--- src/include/drps_defs.svh ---
// Constants for the run-permit, sleep and wake sequencer
`ifndef DRPS_DEFS_SVH
`define DRPS_DEFS_SVH

// ----------------------------------------------------------------
// Register byte offsets
// ----------------------------------------------------------------
`define DRPS_OFS_CTRL        8'h00
`define DRPS_OFS_WAKE        8'h04
`define DRPS_OFS_RWAIT       8'h08
`define DRPS_OFS_STAT        8'h0C

// ----------------------------------------------------------------
// Control register fields
// ----------------------------------------------------------------
`define DRPS_CTRL_PROT_BIT   0
`define DRPS_CTRL_LFA_LO     1
`define DRPS_CTRL_LFA_HI     2
`define DRPS_CTRL_PLR_BIT    3
`define DRPS_CTRL_SRC_BIT    4
`define DRPS_CTRL_SOFT_BIT   5
`define DRPS_CTRL_W          6
`define DRPS_CTRL_RST        6'h10

// ----------------------------------------------------------------
// Low-frequency action codes
// ----------------------------------------------------------------
`define DRPS_LFA_HOLD        2'h0
`define DRPS_LFA_STOP        2'h1
`define DRPS_LFA_SLEEP       2'h2

// ----------------------------------------------------------------
// Time settings, in tenths of a second
// ----------------------------------------------------------------
`define DRPS_TIME_W          16
`define DRPS_TIME_MAX        16'h8CA0
`define DRPS_WAKE_RST        16'h0000
`define DRPS_RWAIT_RST       16'h000A

// ----------------------------------------------------------------
// Timebase
// ----------------------------------------------------------------
`define DRPS_CLK_PERIOD_NS   5
`define DRPS_TICK_TIME_NS    100000000
`define DRPS_DIV_W           25

`endif

--- src/include/drps_pkg.sv ---
// Types for the run-permit, sleep and wake sequencer
package drps_pkg;

    typedef enum logic [7:0] {
        DRPS_INIT    = 8'h01,
        DRPS_PROTECT = 8'h02,
        DRPS_STOP    = 8'h04,
        DRPS_RUN     = 8'h08,
        DRPS_SLEEP   = 8'h10,
        DRPS_PLOSS   = 8'h20,
        DRPS_RWAIT   = 8'h40
    } drps_state_t;

endpackage

--- src/rtl/drps_seq.sv ---
// Run-permit, low-frequency sleep/wake and power-loss restart sequencer
// Function
// - After power-up the run terminal is sampled automatically before any run is allowed.
// - With power_on_run_terminal_protection at 0 an active terminal at power-up locks out running until it drops and rises again.
// - With power_on_run_terminal_protection at 1 an active terminal at power-up starts the drive once initialization ends.
// - Below the lower limit, low_freq_action_select 0 holds at the limit, 1 stops and 2 sleeps.
// - Entering sleep coasts the drive with no controlled ramp.
// - Sleep wakes to run only after the set frequency stays above the limit for the full wake_delay, or at once if low_freq_action_select leaves 2.
// - wake_delay spans 0.0 to 3600.0 s in 0.1 s steps, resets to 0 and matters only in sleep mode.
// - power_loss_restart_enable exists and resets to 0.
// - At 0 no restart follows a power loss; at 1 the drive runs after restart_wait_time if start conditions hold.
// - restart_wait_time spans 0.0 to 3600.0 s in 0.1 s steps, resets to 1.0 s and matters only when restart is enabled.
// - The power-up terminal check applies only when the run source is the terminals.
`timescale 1ns/10ps
`include "drps_defs.svh"

module drps_seq
    import drps_pkg::*;
#(
    parameter int TICK_CYCLES = `DRPS_TICK_TIME_NS / `DRPS_CLK_PERIOD_NS
) (
    input  wire logic        clk_i,
    input  wire logic        rst_i,
    input  wire logic        wb_cyc_i,
    input  wire logic        wb_stb_i,
    input  wire logic        wb_we_i,
    input  wire logic [7:0]  wb_adr_i,
    input  wire logic [3:0]  wb_sel_i,
    input  wire logic [31:0] wb_dat_i,
    output logic      [31:0] wb_dat_o,
    output logic             wb_ack_o,
    input  wire logic        run_term_i,
    input  wire logic        below_low_i,
    input  wire logic        power_lost_i,
    input  wire logic        init_done_i,
    output logic             run_req_o,
    output logic             coast_o,
    output logic             hold_low_o
);

    // ----------------------------------------------------------------
    // Input synchronisers
    // ----------------------------------------------------------------
    logic [2:0] meta_r;
    logic [2:0] sync_r;
    logic       term_s;
    logic       below_s;
    logic       lost_s;

    always_ff @(posedge clk_i) begin
        if (rst_i) begin
            meta_r <= 3'h0;
            sync_r <= 3'h0;
        end else begin
            meta_r <= {power_lost_i, below_low_i, run_term_i};
            sync_r <= meta_r;
        end
    end

    assign term_s  = sync_r[0];
    assign below_s = sync_r[1];
    assign lost_s  = sync_r[2];

    // ----------------------------------------------------------------
    // Register file
    // ----------------------------------------------------------------
    logic [`DRPS_CTRL_W-1:0] ctrl_r;
    logic [`DRPS_TIME_W-1:0] wake_r;
    logic [`DRPS_TIME_W-1:0] rwait_r;
    logic                    ack_r;
    logic [31:0]             rdat_r;
    drps_state_t             state_r;
    drps_state_t             state_nxt;

    logic                    prot_en;
    logic [1:0]              lfa_sel;
    logic                    plr_en;
    logic                    src_term;
    logic                    soft_run;
    logic                    bus_req;
    logic                    wr_en;
    logic                    hit_ctrl;
    logic                    hit_wake;
    logic                    hit_rwait;
    logic                    hit_stat;
    logic [15:0]             wr_half;
    logic [`DRPS_TIME_W-1:0] wr_time;
    logic [31:0]             rd_mux;

    assign prot_en   = ctrl_r[`DRPS_CTRL_PROT_BIT];
    assign lfa_sel   = ctrl_r[`DRPS_CTRL_LFA_HI:`DRPS_CTRL_LFA_LO];
    assign plr_en    = ctrl_r[`DRPS_CTRL_PLR_BIT];
    assign src_term  = ctrl_r[`DRPS_CTRL_SRC_BIT];
    assign soft_run  = ctrl_r[`DRPS_CTRL_SOFT_BIT];

    assign bus_req   = wb_cyc_i & wb_stb_i & ~ack_r;
    // Write commits on the edge the master samples ack, not a cycle early
    assign wr_en     = wb_cyc_i & wb_stb_i & wb_we_i & ack_r;
    assign hit_ctrl  = (wb_adr_i == `DRPS_OFS_CTRL);
    assign hit_wake  = (wb_adr_i == `DRPS_OFS_WAKE);
    assign hit_rwait = (wb_adr_i == `DRPS_OFS_RWAIT);
    assign hit_stat  = (wb_adr_i == `DRPS_OFS_STAT);

    // Byte lanes merged into the low half-word of a time setting
    assign wr_half[7:0]  = wb_sel_i[0] ? wb_dat_i[7:0]  : (hit_wake ? wake_r[7:0]  : rwait_r[7:0]);
    assign wr_half[15:8] = wb_sel_i[1] ? wb_dat_i[15:8] : (hit_wake ? wake_r[15:8] : rwait_r[15:8]);
    // Out-of-range settings saturate at one hour
    assign wr_time = (wr_half > `DRPS_TIME_MAX) ? `DRPS_TIME_MAX : wr_half;

    assign rd_mux = hit_ctrl  ? {26'h000_0000, ctrl_r} :
                    hit_wake  ? {16'h0000, wake_r} :
                    hit_rwait ? {16'h0000, rwait_r} :
                    hit_stat  ? {21'h00_0000, below_s, term_s, lost_s, state_r} :
                    32'h0000_0000;

    always_ff @(posedge clk_i) begin
        if (rst_i) begin
            ctrl_r <= `DRPS_CTRL_RST;
        end else if (wr_en && hit_ctrl && wb_sel_i[0]) begin
            ctrl_r <= wb_dat_i[`DRPS_CTRL_W-1:0];
        end
    end

    always_ff @(posedge clk_i) begin
        if (rst_i) begin
            wake_r  <= `DRPS_WAKE_RST;
            rwait_r <= `DRPS_RWAIT_RST;
        end else if (wr_en && hit_wake) begin
            wake_r  <= wr_time;
        end else if (wr_en && hit_rwait) begin
            rwait_r <= wr_time;
        end
    end

    // Unmapped addresses still ack, reading zero, so a stray access never hangs the bus
    always_ff @(posedge clk_i) begin
        if (rst_i) begin
            ack_r  <= 1'b0;
            rdat_r <= 32'h0000_0000;
        end else begin
            ack_r  <= bus_req;
            rdat_r <= bus_req ? rd_mux : 32'h0000_0000;
        end
    end

    assign wb_ack_o = ack_r;
    assign wb_dat_o = rdat_r;

    // ----------------------------------------------------------------
    // Tenth-second timebase and interval counter
    // ----------------------------------------------------------------
    // One shared timer; sleep and restart waits never overlap. Clearing
    // the prescaler too keeps each interval whole, not a partial tick.
    logic [`DRPS_DIV_W-1:0]  div_r;
    logic [`DRPS_TIME_W-1:0] tcnt_r;
    logic                    tick;
    logic                    tmr_clr;
    logic                    wake_done;
    logic                    rwait_done;

    assign tick = (div_r == `DRPS_DIV_W'(TICK_CYCLES - 1));

    always_ff @(posedge clk_i) begin
        if (rst_i || tmr_clr) begin
            div_r  <= '0;
            tcnt_r <= '0;
        end else if (tick) begin
            div_r  <= '0;
            tcnt_r <= (tcnt_r == `DRPS_TIME_MAX) ? tcnt_r : tcnt_r + 16'h0001;
        end else begin
            div_r  <= div_r + `DRPS_DIV_W'(1);
        end
    end

    assign wake_done  = (tcnt_r >= wake_r);
    assign rwait_done = (tcnt_r >= rwait_r);

    // ----------------------------------------------------------------
    // Sequencer
    // ----------------------------------------------------------------
    logic run_cmd;
    logic term_src_active;
    logic sleep_hit;

    // Software run bit stands in when the terminals are not the source
    assign run_cmd         = src_term ? term_s : soft_run;
    assign term_src_active = src_term & term_s;
    assign sleep_hit       = below_s & (lfa_sel == `DRPS_LFA_SLEEP);

    always_comb begin
        state_nxt = state_r;
        tmr_clr   = 1'b0;
        case (state_r)
            DRPS_INIT: begin
                // Synchronisers have settled by the time init completes
                if (init_done_i) begin
                    if (term_src_active && !prot_en) begin
                        state_nxt = DRPS_PROTECT;
                    end else if (run_cmd) begin
                        state_nxt = DRPS_RUN;
                    end else begin
                        state_nxt = DRPS_STOP;
                    end
                end
            end
            DRPS_PROTECT: begin
                if (lost_s) begin
                    state_nxt = DRPS_PLOSS;
                end else if (!run_cmd) begin
                    state_nxt = DRPS_STOP;
                end
            end
            DRPS_STOP: begin
                if (lost_s) begin
                    state_nxt = DRPS_PLOSS;
                end else if (run_cmd) begin
                    state_nxt = DRPS_RUN;
                end
            end
            DRPS_RUN: begin
                tmr_clr = 1'b1;
                if (lost_s) begin
                    state_nxt = DRPS_PLOSS;
                end else if (!run_cmd) begin
                    state_nxt = DRPS_STOP;
                end else if (sleep_hit) begin
                    state_nxt = DRPS_SLEEP;
                end
            end
            DRPS_SLEEP: begin
                if (below_s) begin
                    tmr_clr = 1'b1;
                end
                if (lost_s) begin
                    state_nxt = DRPS_PLOSS;
                end else if (!run_cmd) begin
                    state_nxt = DRPS_STOP;
                end else if (lfa_sel != `DRPS_LFA_SLEEP) begin
                    state_nxt = DRPS_RUN;
                end else if (!below_s && wake_done) begin
                    state_nxt = DRPS_RUN;
                end
            end
            DRPS_PLOSS: begin
                tmr_clr = 1'b1;
                if (!lost_s) begin
                    if (plr_en) begin
                        state_nxt = DRPS_RWAIT;
                    end else if (run_cmd) begin
                        // No self restart: command must be withdrawn and reissued
                        state_nxt = DRPS_PROTECT;
                    end else begin
                        state_nxt = DRPS_STOP;
                    end
                end
            end
            DRPS_RWAIT: begin
                if (lost_s) begin
                    state_nxt = DRPS_PLOSS;
                end else if (!plr_en) begin
                    state_nxt = run_cmd ? DRPS_PROTECT : DRPS_STOP;
                end else if (rwait_done) begin
                    state_nxt = run_cmd ? DRPS_RUN : DRPS_STOP;
                end
            end
            default: begin
                state_nxt = DRPS_INIT;
                tmr_clr   = 1'b1;
            end
        endcase
    end

    always_ff @(posedge clk_i) begin
        if (rst_i) begin
            state_r <= DRPS_INIT;
        end else begin
            state_r <= state_nxt;
        end
    end

    // ----------------------------------------------------------------
    // Drive requests
    // ----------------------------------------------------------------
    logic run_nxt;
    logic coast_nxt;
    logic hold_nxt;
    logic run_r;
    logic coast_r;
    logic hold_r;

    // Stop mode withholds run while below the limit, resumes once above
    assign run_nxt   = (state_nxt == DRPS_RUN) &
                       ~(below_s & (lfa_sel == `DRPS_LFA_STOP));
    assign coast_nxt = (state_nxt == DRPS_SLEEP) | (state_nxt == DRPS_PLOSS);
    assign hold_nxt  = (state_nxt == DRPS_RUN) & below_s &
                       (lfa_sel != `DRPS_LFA_STOP) & (lfa_sel != `DRPS_LFA_SLEEP);

    always_ff @(posedge clk_i) begin
        if (rst_i) begin
            run_r   <= 1'b0;
            coast_r <= 1'b0;
            hold_r  <= 1'b0;
        end else begin
            run_r   <= run_nxt;
            coast_r <= coast_nxt;
            hold_r  <= hold_nxt;
        end
    end

    assign run_req_o  = run_r;
    assign coast_o    = coast_r;
    assign hold_low_o = hold_r;

endmodule // drps_seq

--- config.mk ---
export PLATFORM = sky130hd
export DESIGN_NAME = drps_seq
export DESIGN_NICKNAME = d
export VERILOG_FILES = /design/src/include/drps_pkg.sv /design/src/rtl/drps_seq.sv
export VERILOG_INCLUDE_DIRS = /design/src /design/src/include
export SDC_FILE = /design/constraint.sdc
export NUM_CORES = 1
export LEC_CHECK = 0
export BUFFER_PORTS_ARGS = -buffer_cell sky130_fd_sc_hd__buf_2
export CORE_ASPECT_RATIO = 0.9
export CORE_UTILIZATION = 59
export CTS_BUF_LIST = sky130_fd_sc_hd__clkbuf_2
export DETAILED_ROUTE_END_ITERATION = 10
export GPL_ROUTABILITY_DRIVEN = 0
export GPL_TIMING_DRIVEN = 0
export PLACE_DENSITY = 0.93
export SYNTH_ARGS = -nofsm -noshare
export SYNTH_HDL_FRONTEND = slang
export SYNTH_SLANG_ARGS = --single-unit
--- constraint.sdc ---
create_clock -name clk_i -period 4.25 [get_ports clk_i]
set_input_delay 0.85 -clock clk_i [delete_from_list [all_inputs] [get_ports clk_i]]
set_output_delay 0.85 -clock clk_i [all_outputs]
set_load 0.01 [all_outputs]
# Word-level counts from Yosys, hierarchy flattened
# Cells that the tools add are included.
[totals]
ff_bits = 129
inputBits = 53
out_inout_bits = 36
word_cells = 106
[op_classes]
add_sub_neg = 2
order_cmp = 3
n_eq_ne = 19
muxes = 33
bitwise = 17
n_reduce_logical = 17
[ops]
columns = ["op", "n"]
rows = [
  ["$mux 8", 20],
  ["$pmux 8 s7", 1],
  ["$mux 16", 3],
  ["$eq 8x4->1 const B", 4],
  ["$ge 16x16->1", 2],
  ["$add 25x1->25 const B", 1],
  ["$eq 25x25->1 const B", 1],
  ["$add 16x1->16 const B", 1],
  ["$eq 16x16->1 const B", 1],
  ["$eq 8x3->1 const B", 2],
  ["$eq 8x5->1 const B", 2],
  ["$eq 8x6->1 const B", 2],
  ["$gt 16x16->1 const B", 1],
  ["$and 1x1->1", 11],
  ["$mux 11", 1],
  ["$eq 8x1->1 const B", 1],
  ["$eq 8x2->1 const B", 1],
  ["$eq 8x7->1 const B", 1],
  ["$logic_not 8->1", 1],
  ["$mux 4", 2],
  ["$mux 7", 1],
  ["$logic_and 1x1->1", 6],
  ["$mux 6", 1],
  ["$not 1->1", 5],
  ["15 further kinds", 19],
]

# Logic depth before layout (Yosys ltp)
[depth]
depth_word = 11
mapped_depth = 11
depth_no_buf = 9

# Least setup slack after synthesis
# OpenSTA, ideal clock, no wires.
[synth_timing]
path_kind = "input -> register"
start = "in wb_adr_i[5]"
end = "reg rwait_r[5]"
setup_time_ns = 0.120
t_arrival_ns = 3.109
required_time_ns = 4.130
slack_ns = 1.021
path_stages = 8
n_path_buf = 1
path_cell_list = "or4_4 > nor4_1 > o31ai_1 > or3_1 > o311a_1 > a211o_1 > buf_2 > o31a_1"
[synth_via]
elab_chain_len = 5
word_cells_on_any_way = 12
cone_classes = "order compare: 1; eq/ne: 2; mux: 5; bitwise: 1; reduce/logical: 3"
[synth_lines]
columns = ["item", "line", "text"]
rows = [
  ["from (decl)", "drps_seq.sv:27", "input wire logic [7:0] wb_adr_i,"],
  ["$eq 8x3->1 (no line)", "--", ""],
  ["$mux 8, on equally long branches (2 in series)", "drps_seq.sv:105, drps_seq.sv:106", ""],
  ["$gt 16x16->1 (no line)", "--", ""],
  ["$mux 16", "drps_seq.sv:108", "assign wr_time = (wr_half > `DRPS_TIME_MAX) ? `DRPS_TIME_MAX : wr_half;"],
  ["to (signal assigned)", "drps_seq.sv:127", "rwait_r <= `DRPS_RWAIT_RST;"],
  ["to (signal assigned)", "drps_seq.sv:131", "rwait_r <= wr_time;"],
  ["to (decl)", "drps_seq.sv:69", "logic [`DRPS_TIME_W-1:0] rwait_r;"],
]
# Parallel ways exist; a longest one is shown, timed or not.
# A chain may end at the register's enable or synchronous reset.

# Worst setup path after layout
[layout_timing]
start = "in wb_adr_i[5]"
end = "reg rwait_r[8]"
# The elaborated chain is that of the path after synthesis.

==> results.cfg <==
[final_layout]
num_antenna_cells = 0
finish.instance_area_sq_um = 6750
nets = 923
layout.filler_cells = 788
commonest_non_fill_non_tap_cell_in_the_layout = sky130_fd_sc_hd__dfxtp_1
regArea_sq_um = 2260
multi_input_comb_area_sq_um = 3490
drive_above_1_share_pct = 13.4
layout_area_overhead_pct = 10.9
most_frequent_cells_in_the_layout = 113 x sky130_fd_sc_hd__dfxtp_1, 102 x sky130_fd_sc_hd__nor2_1, 91 x sky130_fd_sc_hd__nand2_1

[worst_setup_path]
r2r.worst_path.cells = 10
reg2reg_slack_ps = 1420
reg2reg_to = tcnt_r[9]
critical_path.cell_chain = buf_2 -> nor4_1 -> buf_2 -> nand3_2 -> mux2i_1 -> mux2i_1 -> a31oi_1 -> a211o_1 -> clkbuf_1 -> o21ai_0
path_buf_inv = 3
cpLargestDelayFamily = simple AND/OR/NAND/NOR gates
timing.critical_path.arrival_ps = 3820
critical_path_required_ps = 4830
worst_setup_path_category = input port to flop
worst_setup_sp_type = input port
cpPeakStageDelay_ps = 680
worst-path-max-fanout = 10
reg2reg_from = div_r[0]
worstSetupEndpointType = flop
slowest_cell_on_the_critical_path = sky130_fd_sc_hd__nor4_1

[synth]
netlist-cell-type-count = 63
synth.yosys.seq_area_share_pct = 37.2
asyncSetResetFlopFracSynth_pct = 0
syn_avg_cell_area_sq_um = 8.14
yosysWarnings = 0
post_synth_top_area_cell = sky130_fd_sc_hd__dfxtp_1
synth-main-ff-cell = sky130_fd_sc_hd__dfxtp_1
register_bit_total_from_synthesis = 113
number_of_synthesized_flops_with_an_enable_pin = 0
synthTopCellsByArea = sky130_fd_sc_hd__dfxtp_1 37%, sky130_fd_sc_hd__ha_1 7.2%, sky130_fd_sc_hd__nor2_1 6.3%
post_synth_inst_count = 747
mapped_area_sq_um = 6080
synth_largest_type_area_fraction_pct = 37.2

[pwr]
p_int_mw = 1.27
power.share.combinational_pct = 7.6
power_density_nw_per_um2 = 268
max-vdd-ir-drop_v = 0.000168
power_mw = 1.81
switch_share_pct = 30.1
clockPowerShare_pct = 33.2
power.static_leakage_nw = 2.69
seq_power_share_pct = 59.3
switching_power_mw = 0.545

[sta]
period_needed_ps = 3240
tightest_slew_ps = 1120
fin_worst_skew_ps = 49.6
unrepaired_setup_endpoints_after_global_routing = no
setup_tns_ps = 0
final-max-slew-violation-count = 0
peak_clock_frequency_supported_by_timing_ghz = 0.309
report.final.setup_viol = 0
final-hold-violation-count = 0
share_of_the_clock_period_used_by_the_worst_path_pct = 76.2
timing.slew.headroom_pct = 25.2

[clock_tree]
post-cts-setup-buffers = 0
ctsLongestPathBuffers = 2
cts_resized = 0
cts_tree = built
ctsHtreeMaxLevel = 4
cts.root.buffer_cell = sky130_fd_sc_hd__clkbuf_2
cts.clk_slew.worst_paths_ps = 180
cts-buffers-inserted = 17
clock_insertion_delay_worst_skew_ps = 720
postCtsHoldBufs = 0
tritoncts_num_sinks = 113

[status]
status = completed

[routing]
wl_per_cell_um = 15.9
drt_pass1_iterations = 6
remaining_drc_errors = 0
drt_iter0_markers = 826
viasPerCell = 5.91
vias = 5758
routed_wl_mm = 15.5
antenna_violating_nets_left = 0

[hold_path]
hp-start = power_lost_i
holdPathEnd = meta_r[2]
min_delay_path_depth = 2
hold_path_class = input port to flop

[floorplan]
die_h_um = 98.3
starting_density_pct = 61.9
num_io_pins = 89
floorplan.die.width_um = 109
fp.coreArea_sq_um = 9830
design.die.area_sq_um = 10700
rows = 34

[grt]
grt_max_degree = 17
grt_overflow = 0
grt_first_pass_wirelength_mm = 25.2
vias_in_the_first_global_route = 5350
grt_usage_pct = 30.3
number_of_antenna_violations_at_the_first_check_in_global_routing = 0

[placed_design]
io_buffer_count = 53
place_hpwl_mm = 11.7
detailed_place.area_sq_um = 6570

[flow_run]
max_cap_violations = 0
==> per-stage QoR <==
step	worst slack, ps	hold WS (ps)	cells	util [%]
floorplan	1020	414	763	-
global placement	527	419	942	66.8
detailed placement	382	432	942	66.8
CTS	1110	350	974	68.7
global route	796	339	974	68.7
finish	1010	348	974	68.7
==> flip-flops by register name, indices dropped and copies added, names as in the netlist <==
| register | flops |
|---|---|
| coast_o | 1 |
| ctrl_r | 6 |
| div_r | 25 |
| hold_low_o | 1 |
| meta_r | 3 |
| run_req_o | 1 |
| rwait_r | 16 |
| state_r | 8 |
| sync_r | 3 |
| tcnt_r | 16 |
| wake_r | 16 |
| wb_ack_o | 1 |
| wb_dat_o | 16 |
==> cells by family after synthesis <==
logic type	synth area share, %
and+or+nand+nor	24.5
AOI/OAI and AO/OA	15.9
DFF	37.2
buffers and inverters	6.36
xor gates and xnor gates	5.47
adders and majority gates	7.20
muxes	3.31
other	0.0616
==> Yosys cell counts, types with 16 or more instances <==
library cell	count
sky130_fd_sc_hd__a21oi_1	22
sky130_fd_sc_hd__nand4_1	16
sky130_fd_sc_hd__buf_4	16
sky130_fd_sc_hd__dfxtp_1	113
sky130_fd_sc_hd__ha_1	35
sky130_fd_sc_hd__inv_1	41
sky130_fd_sc_hd__nand2_1	91
sky130_fd_sc_hd__xor2_1	24
sky130_fd_sc_hd__nand3_1	21
sky130_fd_sc_hd__nor2_1	102
sky130_fd_sc_hd__o21ai_0	37
sky130_fd_sc_hd__mux2i_1	19
sky130_fd_sc_hd__clkbuf_1	23
==> worst max path at each step <==
stage / start / to / slack (ps) / depth (start not counted)
3_5_place_dp: wb_adr_i[5] / wake_r[8] / 380 / 10
5_1_grt: wb_adr_i[5] / wake_r[8] / 800 / 10
4_1_cts: wb_adr_i[5] / rwait_r[8] / 1110 / 10
6_report: wb_adr_i[5] / rwait_r[8] / 1010 / 10
2_1_floorplan: wb_adr_i[5] / rwait_r[5] / 1020 / 8
3_3_place_gp: wb_adr_i[5] / wake_r[4] / 530 / 10
==> layout make-up <==
class	instances	share of cell area (%)
clock inverter	14	1.37
multi-input combinational	564	51.8
tap	126	2.34
timing repair buffer	53	3.93
sequential	113	33.5
buffer	44	3.39
inverter	42	2.34
clock buffer	18	1.33
==> power by group through the flow <==
stage,combinational [mW],clock [mW],sequential (mW)
after floorplan,0.0883,0,1.09
after global placement,0.130,0,1.09
after detailed placement,0.132,0,1.09
after CTS,0.132,0.599,1.07
after global routing,0.148,0.647,1.07
final,0.137,0.601,1.07
==> metal layers <==
layer	share of wire (%)	vias to the layer above	GRT usage (%)
met1	41	2597	39.0
met4	3.9	0	12.5
met2	43	322	46.3
li1	-	2761	-
met5	0	-	0
met3	12	78	9.81
No activity file was read; power rests on OpenSTA's default activity.
